## config.mk

```make
export PLATFORM = sky130hd
export DESIGN_NAME = dtc_top
export DESIGN_NICKNAME = d
export VERILOG_FILES = /design/src/logic/dtc_top.v /design/src/logic/dtc_loop_filter.v /design/src/logic/dtc_sync2.v
export VERILOG_INCLUDE_DIRS = /design/src /design/src/logic
export SDC_FILE = /design/constraint.sdc
export NUM_CORES = 1
export LEC_CHECK = 0
export BUFFER_PORTS_ARGS = -buffer_cell sky130_fd_sc_hd__buf_2
export CAP_MARGIN = 20
export CORE_MARGIN = 4
export CORE_UTILIZATION = 40
export CTS_BUF_LIST = sky130_fd_sc_hd__clkbuf_16
export DETAILED_ROUTE_END_ITERATION = 10
export PLACE_DENSITY_LB_ADDON = 0.3
export SYNTH_ARGS = -nofsm -noshare
export SYNTH_HDL_FRONTEND = slang
export SYNTH_SLANG_ARGS = --single-unit
```

## constraint.sdc

```tcl
create_clock -name mclk -period 5.9 [get_ports mclk]
set_input_delay 0.885 -clock mclk [delete_from_list [all_inputs] [get_ports mclk]]
set_output_delay 0.885 -clock mclk [all_outputs]
set_load 0.01 [all_outputs]
```

## src/logic/dtc_defs.vh

```
// Constants of the debug trace control block.
// Operation
// Module enable bit 7 turns the debug module on; zero keeps it off.
// While secured, module enable is held zero; writes setting it are ignored.
// Comparisons and FIFO storage happen only while armed bit 6 is one.
// Bit 5 picks the breakpoint kind: zero force, one tag request.
// Breakpoint kind is ignored while break request enable is zero.
// End of trace run requests a CPU breakpoint only if bit 4 set.
// Comparator C raises a CPU breakpoint only while break enable is set.
// Control bits 3 to 1 are read-only and read as zero.
// With loop select zero, every qualifying change of flow is stored.
// In loop mode, an address equal to comparator C is not stored.
// In loop mode, a differing address is stored and loaded into comparator C.
// Loop select is disregarded in event-only trigger modes.
// End-run reset leaves trigger bits as they were; other resets restore defaults.
// End-trace reset with enable set and begin clear clears arm and break only.
// Trigger register writes are blocked unless the armed bit is zero.
// Begin setting decides whether a trigger starts or ends FIFO storage.
// Writes to reserved control bits are discarded; they read zero.
`ifndef DTC_DEFS_VH
`define DTC_DEFS_VH
`define DTC_ADDR_CONTROL 16'h301c
`define DTC_ADDR_TRIGGER 16'h301d
`define DTC_ADDR_IRQ_STATUS 16'h3020
`define DTC_ADDR_IRQ_MASK 16'h3021
`define DTC_BIT_ENABLE 7
`define DTC_BIT_ARM 6
`define DTC_BIT_TAG 5
`define DTC_BIT_CPU_BREAK_REQUEST_ENABLE 4
`define DTC_BIT_LOOP 0
`define DTC_CONTROL_RESET 8'hc0
`define DTC_CONTROL_WMASK 8'hf1
`define DTC_TRIGGER_RESET 8'h00
`define DTC_TRIGGER_WMASK 8'hcf
`define DTC_BIT_TRGSEL 7
`define DTC_BIT_BEGIN 6
`define DTC_TRG_EVB 4'h3
`define DTC_TRG_AEVB 4'h4
`define DTC_IRQ_STORE 0
`define DTC_IRQ_SKIP 1
`define DTC_IRQ_BREAK 2
`define DTC_IRQ_END 3
`endif

```

## src/logic/dtc_top.v

```verilog
// Debug trace control: control and trigger registers, loop capture, break requests.
//
// Local design decision: the strobed register port.
`timescale 1ns/10ps
`include "dtc_defs.vh"
module dtc_top #(
  parameter AW = 17
) (
  input wire mclk, // core clock, 100 MHz
  input wire arst_n, // power-on reset, active low
  input wire [15:0] reg_addr, // register address
  input wire [7:0] reg_wdata, // register write data
  input wire reg_wr, // write strobe
  input wire reg_rd, // read strobe
  output reg [7:0] reg_rdata, // read data, cycle after strobe
  input wire secure_pin, // device secured, asynchronous level
  input wire end_run_rst, // end-run reset pulse
  input wire end_trace_rst, // end-trace reset pulse
  input wire cof_valid, // change of flow qualifies for storage
  input wire [AW-1:0] cof_addr, // change of flow address
  input wire cof_paged, // paged access indicator
  input wire trigger_hit, // decoded trigger from comparators
  input wire cmpc_match, // comparator C match
  input wire fifo_full, // trace FIFO full
  output reg fifo_wr, // trace FIFO write
  output reg [AW-1:0] fifo_addr, // FIFO entry address
  output reg fifo_paged, // FIFO entry paged indicator
  output wire [AW-1:0] cmpc_addr, // comparator C address
  output wire cmpc_paged, // comparator C paged indicator
  output wire module_en, // debug module enabled
  output wire armed, // comparisons and capture active
  output reg brk_force, // force breakpoint request
  output reg brk_tag, // tag breakpoint request
  output wire irq // interrupt, level
);
  ////////////////////////////////////////////////////////////////////
  reg [7:0] ctrl_q;
  reg [7:0] ctrl_d;
  reg [7:0] trig_q;
  reg [7:0] trig_d;
  reg [3:0] ists_q;
  reg [3:0] ists_d;
  reg [3:0] imask_q;
  reg started_q;
  reg started_d;
  wire secured;
  wire store;
  wire skip;
  wire loop_active;
  wire event_only;
  wire run_end;
  wire cap_en;
  wire [3:0] ev;

  dtc_sync2 u_sec (
    .mclk(mclk),
    .arst_n(arst_n),
    .din(secure_pin),
    .dout_q(secured)
  );

  function wr_hit;
    input [15:0] a;
    input [15:0] r;
    begin
      wr_hit = reg_wr && (a == r);
    end
  endfunction

  assign module_en = ctrl_q[`DTC_BIT_ENABLE];
  assign armed = ctrl_q[`DTC_BIT_ARM] && module_en;
  assign event_only = (trig_q[3:0] == `DTC_TRG_EVB) || (trig_q[3:0] == `DTC_TRG_AEVB);
  assign loop_active = ctrl_q[`DTC_BIT_LOOP] && !event_only;
  // Begin mode stores after the trigger; end mode stores until the trigger.
  assign cap_en = armed && (trig_q[`DTC_BIT_BEGIN] ? started_q : !started_q);
  // A run ends at the trigger in end mode, or when the FIFO fills in begin mode.
  assign run_end = armed && (trig_q[`DTC_BIT_BEGIN] ? (started_q && fifo_full) : trigger_hit);

  dtc_loop_filter #(
    .AW(AW)
  ) u_loop (
    .mclk(mclk),
    .arst_n(arst_n),
    .cof_valid(cof_valid && cap_en && !fifo_full),
    .cof_addr(cof_addr),
    .cof_paged(cof_paged),
    .loop_active(loop_active),
    .cmpc_load(1'b0),
    .cmpc_wdata({AW{1'b0}}),
    .cmpc_addr_q(cmpc_addr),
    .cmpc_paged_q(cmpc_paged),
    .store(store),
    .skip(skip)
  );

  ////////////////////////////////////////////////////////////////////
  always @* begin
    ctrl_d = ctrl_q;
    trig_d = trig_q;
    started_d = started_q;
    if (armed && trigger_hit && trig_q[`DTC_BIT_BEGIN])
      started_d = 1'b1;
    if (wr_hit(reg_addr, `DTC_ADDR_CONTROL)) begin
      ctrl_d = reg_wdata & `DTC_CONTROL_WMASK;
      if (!ctrl_q[`DTC_BIT_ARM] && reg_wdata[`DTC_BIT_ARM])
        started_d = 1'b0;
    end
    if (wr_hit(reg_addr, `DTC_ADDR_TRIGGER) && !ctrl_q[`DTC_BIT_ARM])
      trig_d = reg_wdata & `DTC_TRIGGER_WMASK;
    if (run_end)
      ctrl_d[`DTC_BIT_ARM] = 1'b0;
    // Trace-end reset with enable set and begin clear keeps the setup so the captured run can be read back.
    if (end_trace_rst && ctrl_q[`DTC_BIT_ENABLE] && !trig_q[`DTC_BIT_BEGIN]) begin
      ctrl_d[`DTC_BIT_ARM] = 1'b0;
      ctrl_d[`DTC_BIT_CPU_BREAK_REQUEST_ENABLE] = 1'b0;
    end else if (end_trace_rst) begin
      ctrl_d = `DTC_CONTROL_RESET;
      trig_d = `DTC_TRIGGER_RESET;
    end
    // End-run reset only drops arm; trigger bits stay as they are.
    if (end_run_rst)
      ctrl_d[`DTC_BIT_ARM] = 1'b0;
    if (secured)
      ctrl_d[`DTC_BIT_ENABLE] = 1'b0;
  end

  always @(posedge mclk or negedge arst_n) begin
    if (!arst_n) begin
      ctrl_q <= `DTC_CONTROL_RESET;
      trig_q <= `DTC_TRIGGER_RESET;
      started_q <= 1'b0;
    end else begin
      ctrl_q <= ctrl_d;
      trig_q <= trig_d;
      started_q <= started_d;
    end
  end

  ////////////////////////////////////////////////////////////////////
  always @(posedge mclk or negedge arst_n) begin
    if (!arst_n) begin
      fifo_wr <= 1'b0;
      fifo_addr <= {AW{1'b0}};
      fifo_paged <= 1'b0;
      brk_force <= 1'b0;
      brk_tag <= 1'b0;
    end else begin
      fifo_wr <= store;
      if (store) begin
        fifo_addr <= cof_addr;
        fifo_paged <= cof_paged;
      end
      // Break requests only go out with break enable set; kind unused otherwise.
      brk_force <= ctrl_q[`DTC_BIT_CPU_BREAK_REQUEST_ENABLE] && module_en && (run_end || cmpc_match)
        && !ctrl_q[`DTC_BIT_TAG];
      brk_tag <= ctrl_q[`DTC_BIT_CPU_BREAK_REQUEST_ENABLE] && module_en && (run_end || cmpc_match)
        && ctrl_q[`DTC_BIT_TAG];
    end
  end

  ////////////////////////////////////////////////////////////////////
  assign ev[`DTC_IRQ_STORE] = store;
  assign ev[`DTC_IRQ_SKIP] = skip;
  assign ev[`DTC_IRQ_BREAK] = ctrl_q[`DTC_BIT_CPU_BREAK_REQUEST_ENABLE] && module_en && (run_end || cmpc_match);
  assign ev[`DTC_IRQ_END] = run_end;
  assign irq = |(ists_q & imask_q);

  always @* begin
    ists_d = ists_q;
    if (reg_rd && reg_addr == `DTC_ADDR_IRQ_STATUS)
      ists_d = 4'h0;
    // A new event in the clearing cycle survives the read.
    ists_d = ists_d | ev;
  end

  always @(posedge mclk or negedge arst_n) begin
    if (!arst_n) begin
      ists_q <= 4'h0;
      imask_q <= 4'h0;
      reg_rdata <= 8'h00;
    end else begin
      ists_q <= ists_d;
      if (wr_hit(reg_addr, `DTC_ADDR_IRQ_MASK))
        imask_q <= reg_wdata[3:0];
      reg_rdata <= 8'h00;
      if (reg_rd) begin
        case (reg_addr)
          `DTC_ADDR_CONTROL: reg_rdata <= ctrl_q;
          `DTC_ADDR_TRIGGER: reg_rdata <= trig_q;
          `DTC_ADDR_IRQ_STATUS: reg_rdata <= {4'h0, ists_q};
          `DTC_ADDR_IRQ_MASK: reg_rdata <= {4'h0, imask_q};
          default: reg_rdata <= 8'h00;
        endcase
      end
    end
  end
endmodule

```

## src/logic/dtc_loop_filter.v

```verilog
// Single-loop filter: compares a change-of-flow entry with comparator C.
`timescale 1ns/10ps
module dtc_loop_filter #(
  parameter AW = 17
) (
  input wire mclk, // core clock
  input wire arst_n, // asynchronous reset, active low
  input wire cof_valid, // change of flow due for storage
  input wire [AW-1:0] cof_addr, // change of flow address
  input wire cof_paged, // paged access indicator of the entry
  input wire loop_active, // loop capture in force
  input wire cmpc_load, // software load of comparator C
  input wire [AW-1:0] cmpc_wdata, // address for software load
  output reg [AW-1:0] cmpc_addr_q, // comparator C address
  output reg cmpc_paged_q, // comparator C paged indicator
  output wire store, // entry goes into the FIFO
  output wire skip // entry suppressed as a repeat
);
  wire same;
  assign same = (cof_addr == cmpc_addr_q) && (cof_paged == cmpc_paged_q);
  assign skip = cof_valid && loop_active && same;
  assign store = cof_valid && !skip;
  always @(posedge mclk or negedge arst_n) begin
    if (!arst_n) begin
      cmpc_addr_q <= {AW{1'b0}};
      cmpc_paged_q <= 1'b0;
    end else if (cof_valid && loop_active && !same) begin
      cmpc_addr_q <= cof_addr;
      cmpc_paged_q <= cof_paged;
    end else if (cmpc_load) begin
      cmpc_addr_q <= cmpc_wdata;
      cmpc_paged_q <= 1'b0;
    end
  end
endmodule

```

## src/logic/dtc_sync2.v

```verilog
// Two-flip-flop synchroniser for a level.
`timescale 1ns/10ps
module dtc_sync2 (
  input wire mclk, // core clock
  input wire arst_n, // asynchronous reset, active low
  input wire din, // asynchronous level
  output reg dout_q // synchronised level
);
  reg meta_q;
  always @(posedge mclk or negedge arst_n) begin
    if (!arst_n) begin
      meta_q <= 1'b0;
      dout_q <= 1'b0;
    end else begin
      meta_q <= din;
      dout_q <= meta_q;
    end
  end
endmodule

```

# Word-level counts from Yosys, hierarchy flattened
# Index checks and enable logic that the tools add are counted.
[word_totals]
regBits = 74
inputBits = 53
output_inout_bits = 50
[op_classes]
eq_ne = 8
bitwise = 2
n_reduce_logical = 39
n_mux = 21
[op_table]
columns = ["op", "count"]
rows = [
  ["equality test 16 x 14 -> 1 bit, second input constant", 4],
  ["two-way mux 8 bit", 6],
  ["one-hot mux 8 bit (4 select lines)", 1],
  ["logical AND 1 bit", 26],
  ["equality test 17 bit", 1],
  ["two-way mux 1 bit", 12],
  ["zero test 1 bit", 8],
  ["two-way mux 4 bit", 2],
  ["nonzero test 5 bit", 1],
  ["bitwise AND 4 bit", 1],
  ["equality test 4 x 2 -> 1 bit, second input constant", 1],
  ["equality test 4 x 3 -> 1 bit, second input constant", 1],
  ["OR 4 bit", 1],
  ["OR reduction 4 bit", 1],
  ["nonzero test 3 bit", 1],
  ["logical OR 1 bit", 2],
  ["equality test 1 bit", 1],
]

# Longest topological paths before layout
# Gate-level depths: netlist of the first run.
[logic_depth]
word_depth = 10
depth_mapped = 8

# By module
# Synthesis of the first run repeated with hierarchy kept, for this count alone.
[hier_totals]
hier_cells = 293
hier_area_um2 = 3627.2
[by_module_without_submodules]
columns = ["module", "n_inst", "area_per_inst_um2", "cells_per_inst"]
rows = [
  ["dtc_top", 1, 2419.8, 204],
  ["dtc_loop_filter", 1, 1157.4, 87],
  ["dtc_sync2", 1, 50.0, 2],
]

# Worst setup path before layout of the first run
# OpenSTA, ideal clock, no wires.
[synth_timing]
kind = "input to register"
start = "in reg_addr[15]"
end = "reg ists_q[0]"
setup_slack_ns = 3.423
required_time_ns = 5.782
path_buffers = 0
path_stages = 5
setup_time_ns = 0.118
arrival_time_ns = 2.359
cell_sequence = "or4b_4 or4b_4 nor2_8 nand2_4 a21o_1"
[synth_via]
elab_chain_len = 4
[synth_rtl]
columns = ["element", "line_no", "text"]
rows = [
  ["start: declaration", "dtc_top.v:11", "input wire [15:0] reg_addr,"],
  ["equality test 16 x 14 -> 1 bit", "n/a", ""],
  ["logical AND 1 bit (no source line)", "n/a", ""],
  ["two-way mux 4 bit", "dtc_top.v:170", "if (reg_rd && reg_addr == `DTC_ADDR_IRQ_STATUS)"],
  ["OR 4 bit", "dtc_top.v:173", "ists_d = ists_d | ev;"],
  ["named net ists_d[0]", "dtc_top.v:42", "reg [3:0] ists_d;"],
  ["end signal: assignment", "dtc_top.v:182", "ists_q <= ists_d;"],
  ["end: declaration", "dtc_top.v:41", "reg [3:0] ists_q;"],
]
# The timed path passes the listed nets, and every way through them passes these cells.
# A chain may end at the register's enable or synchronous reset.

# Worst setup path in the final report of the first run
[layout_timing]
start = "in cof_addr[7]"
end = "reg u_loop.cmpc_addr_q[6]"
[layout_via]
elab_chain_len = 4
[layout_rtl]
columns = ["element", "line_no", "text"]
rows = [
  ["start: declaration", "dtc_top.v:20", "input wire [AW-1:0] cof_addr,"],
  ["equality test 17 bit", "dtc_loop_filter.v:20", "assign same = (cof_addr == cmpc_addr_q) && (cof_paged == cmpc_paged_q);"],
  ["logical AND 1 bit", "dtc_loop_filter.v:20", ""],
  ["zero test 1 bit", "dtc_loop_filter.v:27", "end else if (cof_valid && loop_active && !same) begin"],
  ["logical AND 1 bit", "dtc_loop_filter.v:27", ""],
  ["end signal: assignment", "dtc_loop_filter.v:25", "cmpc_addr_q <= {AW{1'b0}};"],
  ["end signal: assignment", "dtc_loop_filter.v:28", "cmpc_addr_q <= cof_addr;"],
  ["end signal: assignment", "dtc_loop_filter.v:31", "cmpc_addr_q <= cmpc_wdata;"],
  ["end: declaration", "dtc_loop_filter.v:14", "output reg [AW-1:0] cmpc_addr_q,"],
]
# No other way between the ends.

==> results of run 1 <==
flip-flops by register name, indices dropped and copies added (netlist names):
signal	flops
u_sec.dout_q	1
u_loop.cmpc_addr_q	17
fifo_wr	1
ists_q	4
brk_tag	1
brk_force	1
u_loop.cmpc_paged_q	1
reg_rdata	8
trig_q	8
ctrl_q	8
fifo_addr	17
fifo_paged	1
started_q	1
imask_q	4
u_sec.meta_q	1
metrics by stage:
step	power (mW)	instance area, um^2
floorplan	0.623	3250
global placement	0.697	3860
detailed placement	0.702	3860
CTS	1.29	4180
global route	1.33	4180
finish	1.27	4180
cells in the mapped netlist, types with 2 or more instances:
cell and n:
a21boi_0 2, a21o_1 4, a21oi_1 6, a22oi_1 14
a31oi_1 2, and2_1 2, and3_1 6, and4b_1 2
buf_2 5, dfrtp_1 72, dfstp_2 2, inv_1 3
mux2_1 18, mux2_2 22, mux2i_1 11, nand2_1 5
nand3_1 2, nor2_1 9, nor2b_1 7, nor3_1 3
nor4_1 5, nor4b_1 3, o211ai_1 2, or4b_4 2
xnor2_1 3, xor2_1 16
placed cells by master, fill, tap and decap left out, drive strengths merged, types with 3 or more instances in the layout:
cell type and instances:
a21o 4, a21oi 6, a22oi 14, and3 6, buf 102, clkbuf 9
clkinv 3, dfrtp 72, inv 3, mux2 40, mux2i 11, nand2 6
nor2 11, nor2b 7, nor3 3, nor4 5, nor4b 3, xnor2 3
xor2 16
power by group through the flow:
stage / logic, mW / clock network, mW / registers, mW
floorplan: 0.0363 / 0 / 0.587
global placement: 0.127 / 0 / 0.570
detailed placement: 0.129 / 0 / 0.573
CTS: 0.130 / 0.593 / 0.564
global route: 0.142 / 0.615 / 0.568
finish: 0.126 / 0.582 / 0.563
logic make-up after synthesis:
group           count (synthesis)
flops                          74
simple gates                   56
mux                            51
compound gates                 35
xor+xnor                       19
buf+inv                        10
area by class of cell:
cell class | instances | share of cell area [%]
Clock inverter | 7 | 2.25
Clock buffer | 9 | 5.39
Timing Repair Buffer | 102 | 12.3
Inverter | 3 | 0.270
Tap cell | 102 | 3.05
Sequential cell | 74 | 44.4
Multi-Input combinational cell | 161 | 32.4
metal layers:
metal | track usage [%] | routed length [um]
met1 | 20.5 | 3180
met2 | 25.7 | 3540
met3 | 5.57 | 672
met4 | 6.93 | 144
met5 | 0 | 0
final timing paths:
| check | end | slack [ns] | depth (start not counted) |
|---|---|---|---|
| worst min register to register | u_sec.dout_q$_DFF_PN0_ | 0.35 | 0 |
| worst max-delay path | u_loop.cmpc_addr_q[6]$_DFFE_PN0P_ | 3.29 | 6 |
| worst min-delay path | u_sec.dout_q$_DFF_PN0_ | 0.35 | 0 |
| min in group asynchronous | reg_rdata[3]$_DFF_PN0_ | 0.69 | 1 |
| worst max register to register | fifo_addr[7]$_DFFE_PN0P_ | 3.41 | 5 |
| max in group asynchronous | u_loop.cmpc_addr_q[8]$_DFFE_PN0P_ | 4.61 | 1 |
worst max-delay path, delay by kind of cell:
kind | cells | cell delay, ns
AOI/OAI and AO/OA | 1 | 0.79
buffers and inverters | 1 | 0.12
muxes | 1 | 0.42
xor gates and xnor gates | 1 | 0.14
and+or+nand+nor | 2 | 0.48
==> results by group, run 1 <==
Pwr
  – Total internal power: 973 uW
  – Combinational Power Share: under 10%
  – VDD IR max: roughly 0.18 mV
  – Switching power total: around 300 uW
  – Reg power frac: approximately 44%
  – Pwr dens: roughly 300 nW/um^2
  – Switching share of power: a little under a quarter
  – Leakage: between 2 and 2.5 nW
  – Clock network power share: between 40% and 50%

Logic synthesis
  – Post-synth top area cell: dfrtp_1
  – Post-synth EDFFs: 0
  – Mapped cell area: ~3300 um^2
  – Yosys cell types: 43
  – Synthesized instance count: between 200 and 250
  – Mean post-synth cell area: approximately 13 um^2
  – Post-Synth XOR/XNOR Area: approximately 5.1%
  – Post-synth top area share: a little under three fifths
  – Ys flop type: dfrtp_1
  – Top cells by area, synth: dfrtp_1 (55%), mux2_2 (7.6%), mux2_1 (6.2%)
  – Post-synthesis adder-cell area fraction: 0%
  – Largest family of logic cells by synthesized area: multiplexers
  – Post-synthesis mux area share: 17.2%
  – Compound-Gate Fraction of Synth Area: 7.54%
  – Register area share after synthesis: a little under three fifths
  – Synth Warn #: 0
  – Synth Register Bits: between 70 and 80
  – Simple-gate share of the synthesized area: between 10% and 20%
  – Async SR Flop Fraction: between 90% and 100%
  – Synthesized net count: 298

Cells and area
  – Reg area: around 1900 um^2
  – Share of layout cells above drive strength 1: a little over two fifths
  – Fillers: around 700
  – Multi-input logic area: around 1400 um^2
  – Diode count: 0
  – P&R area growth vs syn: 28.5%
  – Non-filler cells, final: about 460
  – # nets final: 404
  – Post-layout util: between 50% and 60%

Timing
  – Final Setup Violations: 0
  – Final worst path period share: around 44%
  – Setup ws final: about 3.3 ns
  – Hold WS: ~0.35 ns
  – Worst Skew: roughly 0.0050 ns
  – RSZ-0062 raised after global routing: no
  – FMAX: 383 MHz
  – Max-slew headroom: approximately 29%
  – Worst Tran Pin Value: roughly 1.1 ns
  – Max Slew Vio Count: 0
  – Crit path time final: 2.61 ns
  – Final hold vios: 0
  – Setup TNS: 0 ns

CTS
  – Htree depth: 3
  – Clk Latency, worst-skew pair: ~0.33 ns
  – Clock Path Buffers: 2
  – TritonCTS clock tree: yes
  – Number of buffers created by CTS: 9
  – Post-cts resize count: 0
  – Clock root cell: clkbuf_16
  – Clk slew on worst S/H paths: 0.06 ns
  – Clock sinks: between 70 and 80
  – Hold buffers post-CTS: 0
  – Setup bufs post-CTS: 0

Global routing
  – Total gr overflow: 0
  – Initial antenna violation count: 0
  – Global-route usage over all layers: roughly 16%
  – First-pass GRT wire length: approximately 13 mm
  – Vias in the first global route: about 2.5k
  – Largest net degree at the start of global routing: 75

Floorplanning
  – # IOs: between 100 and 150
  – Die area: roughly 9600 um^2
  – Die Span X: between 90 and 100 um
  – Initial Utilization: between 40% and 50%
  – Num rows: 32
  – Core area: a little under 8000 um^2
  – Die Span Y: ~98 um

Setup path
  – Crit. End Element: flop
  – Worst setup path startpoint: cof_addr[7]
  – Largest fanout on the critical path: 18
  – Crit path kind: in2reg
  – WP data required: between 6 and 7 ns
  – Crit path max-delay cell type: o21bai_2
  – CP Data Arrival Time: ~2.8 ns
  – Critical path cell sequence: buf_2 > xor2_1 > nor4_1 > nand4_1 > o21bai_2 > mux2_2
  – Worst r2r src: ctrl_q[7]$_DFF_PN1_
  – Largest stage delay, worst path: approximately 0.8 ns
  – Startpoint Class: primary input

Placement
  – DP Cell Count: 442
  – IO Port Bufs: slightly above 100
  – Routability Congestion: about 0.84
  – Post-DP HPWL: between 5 and 6 mm
  – Worst slack, placed: ~2.9 ns

Routing
  – Wirelength, routed: 7.54 mm
  – Routed len/inst: approximately 16 um
  – Via density: between 5 and 6
  – DRT iter0 DRCs: between 60 and 70
  – Pre-Repair DR Iteration Count: 4
  – Drt drc: 0
  – Vias post-DR: around 2.4k
  – Post-route ant nets: 0

Status
  – Status: completed

Hold path
  – Hold Startpoint: u_sec.meta_q$_DFF_PN0_
  – Hold Path Class: reg2reg

Flow run
  – # Max-Cap Violations: 0
Power figures use the tool's default switching activity.
==> run 2, diff against run 1 <==
==> constraint.sdc (replaced) <==
create_clock -name mclk -period 2.5 [get_ports mclk]
set_input_delay 0.375 -clock mclk [delete_from_list [all_inputs] [get_ports mclk]]
set_output_delay 0.375 -clock mclk [all_outputs]
set_load 0.01 [all_outputs]
==> run 2 against run 1 <==
  * The run now ends with negative hold slack left
  * Final area up 1.3%
  * Count of clock-buffer cells in the layout unchanged
  * Non-clock buffer count up 8
  * Wire length down 2.9%
  * Hold slack worse by 0.35 ns
  * Largest cell class unchanged
  * Largest power group is now registers
  * Highest routed layer unchanged
==> results by group, run 2 (synthesis gave the netlist of run 1 again) <==
Status
  – Status: complete, but fails checks
  – Failing checks: negative hold slack

Setup path
  – Worst setup path startpoint: ctrl_q[6]$_DFFE_PN1P_
  – Crit. End Element: flop
  – Startpoint Class: flop
  – FF-to-FF path depth: 6
  – WP data required: 2.71 ns
  – Flop-to-flop setup slack: roughly 0.3 ns
  – Largest fanout on the critical path: 16
  – Worst r2r src: ctrl_q[6]$_DFFE_PN1P_
  – CP Data Arrival Time: ~2.4 ns
  – Crit path kind: reg2reg
  – Reg2reg end: fifo_addr[16]$_DFFE_PN0P_

CTS
  – Post-cts resize count: 0
  – Number of buffers created by CTS: 9
  – Clock Path Buffers: 2
  – Clock sinks: 74
  – TritonCTS clock tree: yes
  – Clk Latency, worst-skew pair: 0.33 ns
  – Clock root cell: clkbuf_16
  – Clk slew on worst S/H paths: 0.06 ns
  – Htree depth: 3
  – Hold buffers post-CTS: 0
  – Setup bufs post-CTS: 0

Routing
  – Routed len/inst: around 16 um
  – Metal2 WL: 3.35 mm
  – Pre-Repair DR Iteration Count: 4
  – M1 WL: about 3.1 mm
  – Drt drc: 0
  – DRT iter0 DRCs: 71
  – Post-route ant nets: 0
  – Via density: around 5
  – Wirelength, routed: ~7.3 mm
  – Highest Signal Layer: met4
  – Metal3 WL: roughly 750 um
  – Vias post-DR: between 2k and 2.5k

Timing
  – FMAX: between 400 and 500 MHz
  – Max-slew headroom: a little over half
  – Max Slew Vio Count: 0
  – Setup ws final: between 0.3 and 0.4 ns
  – Final hold vios: 12
  – Worst Skew: roughly 0.0076 ns
  – Final worst path period share: about 88%
  – Hold WS: -0.00376 ns
  – RSZ-0062 raised after global routing: no
  – Crit path time final: between 2 and 2.5 ns
  – Setup TNS: 0 ns
  – Worst Tran Pin Value: approximately 0.70 ns
  – Final Setup Violations: 0

Pwr
  – VDD IR max: approximately 0.43 mV
  – Leakage: between 2 and 2.5 nW
  – Pwr dens: just under 700 nW/um^2

Floorplanning
  – # IOs: a little over 100
  – Die Span Y: ~100 um
  – Die area: ~9600 um^2
  – Num rows: 32
  – Core area: 7810 um^2
  – Die Span X: between 90 and 100 um
  – Initial Utilization: 41.7%

Placement
  – Worst slack, placed: between 0.2 and 0.3 ns
  – DP Cell Count: 450
  – Routability Congestion: about 0.83
  – Post-DP HPWL: 5.52 mm
  – IO Port Bufs: about 100

Cells and area
  – Most common cell after layout, fill and taps aside: buf_2
  – Top flop regs: fifo_addr: 17 flops, u_loop.cmpc_addr_q: 17 flops
  – P&R area growth vs syn: 30.1%
  – Non-filler cells, final: ~470
  – Most frequent cells in the layout: buf_2 (101), dfrtp_1 (72), mux2_2 (22), mux2_1 (18), xor2_1 (16)
  – # nets final: around 410
  – Post-layout util: 54.2%
  – Diode count: 0
  – Share of layout cells above drive strength 1: between 40% and 50%

Flow run
  – # Max-Cap Violations: 0

Global routing
  – Global-route usage over all layers: about 16%
  – Initial antenna violation count: 0
  – Vias in the first global route: between 2k and 2.5k
  – Largest net degree at the start of global routing: 43
  – Total gr overflow: 0
  – First-pass GRT wire length: between 10 and 15 mm

Hold path
  – Hold Path Class: in2async
run 2: metrics by stage:
stage | hold slack [ns] | cell area, um^2 | power, mW
floorplan | 0.0794 | 3250 | 1.47
global placement | 0.336 | 3940 | 1.66
detailed placement | 0.345 | 3940 | 1.67
CTS | 0.00411 | 4230 | 2.92
global route | 0.0286 | 4230 | 3.00
finish | -0.00376 | 4230 | 2.88
run 2: cell type report:
class	count	area [um^2]
timing repair buffer	110	598
inverter	3	11.3
tap	102	128
clock inverter	7	62.6
sequential	74	1850
clock buffer	9	225
fill	695	3580
multi-input combinational	161	1350
run 2: worst max path at each step:
stage                                end  slack, ns  depth (start not counted)
4_1_cts        fifo_addr[16]$_DFFE_PN0P_       0.29                          6
6_report       fifo_addr[16]$_DFFE_PN0P_       0.30                          6
2_1_floorplan   fifo_addr[0]$_DFFE_PN0P_       0.44                          6
5_1_grt        fifo_addr[16]$_DFFE_PN0P_       0.17                          6
3_5_place_dp   fifo_addr[16]$_DFFE_PN0P_       0.26                          7
3_3_place_gp   fifo_addr[15]$_DFFE_PN0P_       0.29                          7
run 2: metal layers:
layer,GRT usage [%],up-vias
li1,-,1119
met1,21.1,1154
met2,24.0,96
met3,6.50,7
met4,5.36,0
met5,0,-
run 2: worst max-delay path: stages, from the launching register on:
cell and delay (ns):
dfstp_2 0.55, and2_1 0.18, and4b_1 0.26, o211ai_1 0.15, o31a_1 0.43, buf_12 0.20
mux2_1 0.31
run 2: report_power, final:
group	internal, mW	leakage, nW	total, mW	switching (mW)
registers	1.29	0.996	1.33	0.0437
logic	0.146	1.20	0.307	0.161
clock network	0.763	0.146	1.24	0.479
==> run 3, diff against run 2 <==
--- a/config.mk
+++ b/config.mk
@@ -12,6 +12,7 @@
 export CORE_UTILIZATION = 40
 export CTS_BUF_LIST = sky130_fd_sc_hd__clkbuf_16
 export DETAILED_ROUTE_END_ITERATION = 10
+export GPL_TIMING_DRIVEN = 0
 export PLACE_DENSITY_LB_ADDON = 0.3
 export SYNTH_ARGS = -nofsm -noshare
 export SYNTH_HDL_FRONTEND = slang
==> run 3 against run 2 <==
  * Clock skew is 0.0015 ns higher
  * First-iteration DRC count is 7.0% higher
  * Largest cell class unchanged
  * Die area stayed put
  * Largest power group is now clock
  * Highest routed layer unchanged
  * Sequential power hardly changed
  * The run now ends clean
  * Setup slack worse by 0.049 ns
  * Count of clock-buffer cells in the layout stayed put
==> results by group, run 3 (synthesis gave the netlist of run 1 again) <==
Status
  – Status: completed

Placement
  – Worst slack, placed: around 0.14 ns
  – Routability Congestion: 0.835
  – Placed Area: a little under 4000 um^2
  – DP Cell Count: between 400 and 500
  – Post-DP HPWL: 5.63 mm
  – IO Port Bufs: 102

Global routing
  – Global-route usage over all layers: 16.2%
  – Vias in the first global route: ~2.5k
  – Largest net degree at the start of global routing: 64
  – First-pass GRT wire length: ~13 mm
  – Total gr overflow: 0
  – Initial antenna violation count: 0

Timing
  – FMAX: roughly 440 MHz
  – Setup TNS: 0 ns
  – Max-slew headroom: 30.8%
  – Final worst path period share: around nine tenths
  – Setup ws final: around 0.25 ns
  – Max Slew Vio Count: 0
  – RSZ-0062 raised after global routing: no
  – Crit path time final: 2.25 ns
  – Worst Tran Pin Value: about 1.0 ns
  – Final Setup Violations: 0
  – Hold WS: 0.152 ns
  – Final hold vios: 0
  – Worst Skew: 0.00904 ns

CTS
  – Clk slew on worst S/H paths: roughly 0.060 ns
  – Post-cts resize count: 0
  – Clock sinks: 74
  – Htree depth: 3
  – Clock Path Buffers: 2
  – Hold buffers post-CTS: 1
  – Clock root cell: clkbuf_16
  – Setup bufs post-CTS: 0
  – Clk Latency, worst-skew pair: approximately 0.33 ns
  – Number of buffers created by CTS: 9
  – TritonCTS clock tree: yes

Setup path
  – Crit path max-delay cell type: dfrtp_1
  – WP data required: roughly 2.7 ns
  – Largest stage delay, worst path: between 0.3 and 0.4 ns
  – FF-to-FF path depth: 7
  – Worst r2r src: u_loop.cmpc_addr_q[11]$_DFFE_PN0P_
  – Crit. End Element: flop
  – Flop-to-flop setup slack: 0.25 ns
  – Startpoint Class: flop
  – Reg2reg end: u_loop.cmpc_addr_q[10]$_DFFE_PN0P_
  – CP Data Arrival Time: ~2.5 ns
  – Crit path kind: reg2reg
  – WP buf/inv: 2
  – Critical path cell sequence: xor2_1 > nor4_1 > nand4_1 > o21bai_1 > buf_4 > buf_2 > mux2_2
  – CP top delay family: simple AND/OR/NAND/NOR gates
  – Largest fanout on the critical path: 10

Routing
  – Drt drc: 0
  – Wirelength, routed: 7.50 mm
  – Via density: around 5.1
  – Pre-Repair DR Iteration Count: 4
  – Vias post-DR: 2,386
  – Routed len/inst: around 16 um
  – Post-route ant nets: 0
  – DRT iter0 DRCs: between 70 and 80

Cells and area
  – Post-layout util: roughly 54%
  – Most frequent cells in the layout: buf_2 (106), dfrtp_1 (72), mux2_2 (22), mux2_1 (18), xor2_1 (16)
  – P&R area growth vs syn: 30.8%
  – Share of layout cells above drive strength 1: roughly 43%
  – Design area: between 4000 and 5000 um^2
  – Most common cell after layout, fill and taps aside: buf_2
  – Top flop regs: fifo_addr: 17 flops, u_loop.cmpc_addr_q: 17 flops
  – Diode count: 0
  – # nets final: approximately 410
  – Non-filler cells, final: 467

Pwr
  – Pwr dens: a little over 700 nW/um^2
  – VDD IR max: about 0.48 mV
  – Leakage: roughly 2.4 nW
  – Total Power: about 3 mW

Floorplanning
  – Die area: 9640 um^2
  – Die Span X: ~100 um
  – # IOs: 103
  – Initial Utilization: a little over two fifths
  – Die Span Y: 98.2 um
  – Num rows: 32
  – Core area: about 8000 um^2

Hold path
  – Hold Startpoint: secure_pin
  – Hold Path Class: in2reg
  – Hold Path Cell Cnt: 1
  – WHS Endpoint: u_sec.meta_q$_DFF_PN0_

Flow run
  – # Max-Cap Violations: 0
run 3: cell types whose count changed in the layout (fill, tap and decap cells not counted), sizes merged:
cell	before	now
buf	110	109
clkbuf	9	10
dlygate4sd3	0	1
bufinv	1	2
clkinv	2	1
run 3: cell type report:
| type | count | area, um^2 |
|---|---|---|
| multi-input cells | 161 | 1350 |
| flip-flops and latches | 74 | 1850 |
| clock buffers | 9 | 225 |
| repair buffers | 104 | 551 |
| clock inverters | 7 | 98.8 |
| well taps | 102 | 128 |
| fillers | 707 | 3550 |
| plain buffers | 7 | 37.5 |
| inverters | 3 | 11.3 |
run 3: report_power, final:
group          switching [mW]  internal [mW]  total (mW)
combinational           0.163          0.145       0.308
clock                   0.504          0.882        1.39
sequential             0.0429           1.29        1.33
run 3: how the worst max path moves through the flow:
| stage | from | endpoint | slack [ns] | depth (start not counted) |
|---|---|---|---|---|
| 6_report | u_loop.cmpc_addr_q[11]$_DFFE_PN0P_ | u_loop.cmpc_addr_q[10]$_DFFE_PN0P_ | 0.25 | 7 |
| 5_1_grt | u_loop.cmpc_addr_q[11]$_DFFE_PN0P_ | u_loop.cmpc_addr_q[12]$_DFFE_PN0P_ | 0.09 | 7 |
| 4_1_cts | u_loop.cmpc_addr_q[11]$_DFFE_PN0P_ | u_loop.cmpc_addr_q[10]$_DFFE_PN0P_ | 0.23 | 7 |
| 3_5_place_dp | cof_addr[11] | u_loop.cmpc_addr_q[10]$_DFFE_PN0P_ | 0.14 | 8 |
| 3_3_place_gp | cof_addr[11] | u_loop.cmpc_addr_q[15]$_DFFE_PN0P_ | 0.15 | 8 |
| 2_1_floorplan | ctrl_q[7]$_DFF_PN1_ | fifo_addr[0]$_DFFE_PN0P_ | 0.44 | 6 |
run 3: per-layer routing:
layer / track usage, % / part of all wire [%] / up-vias
met5: 0 / 0 / -
met4: 4.94 / 1.0 / 0
met3: 6.14 / 9.1 / 6
met2: 26.2 / 48 / 84
met1: 20.3 / 42 / 1164
li1: - / - / 1132
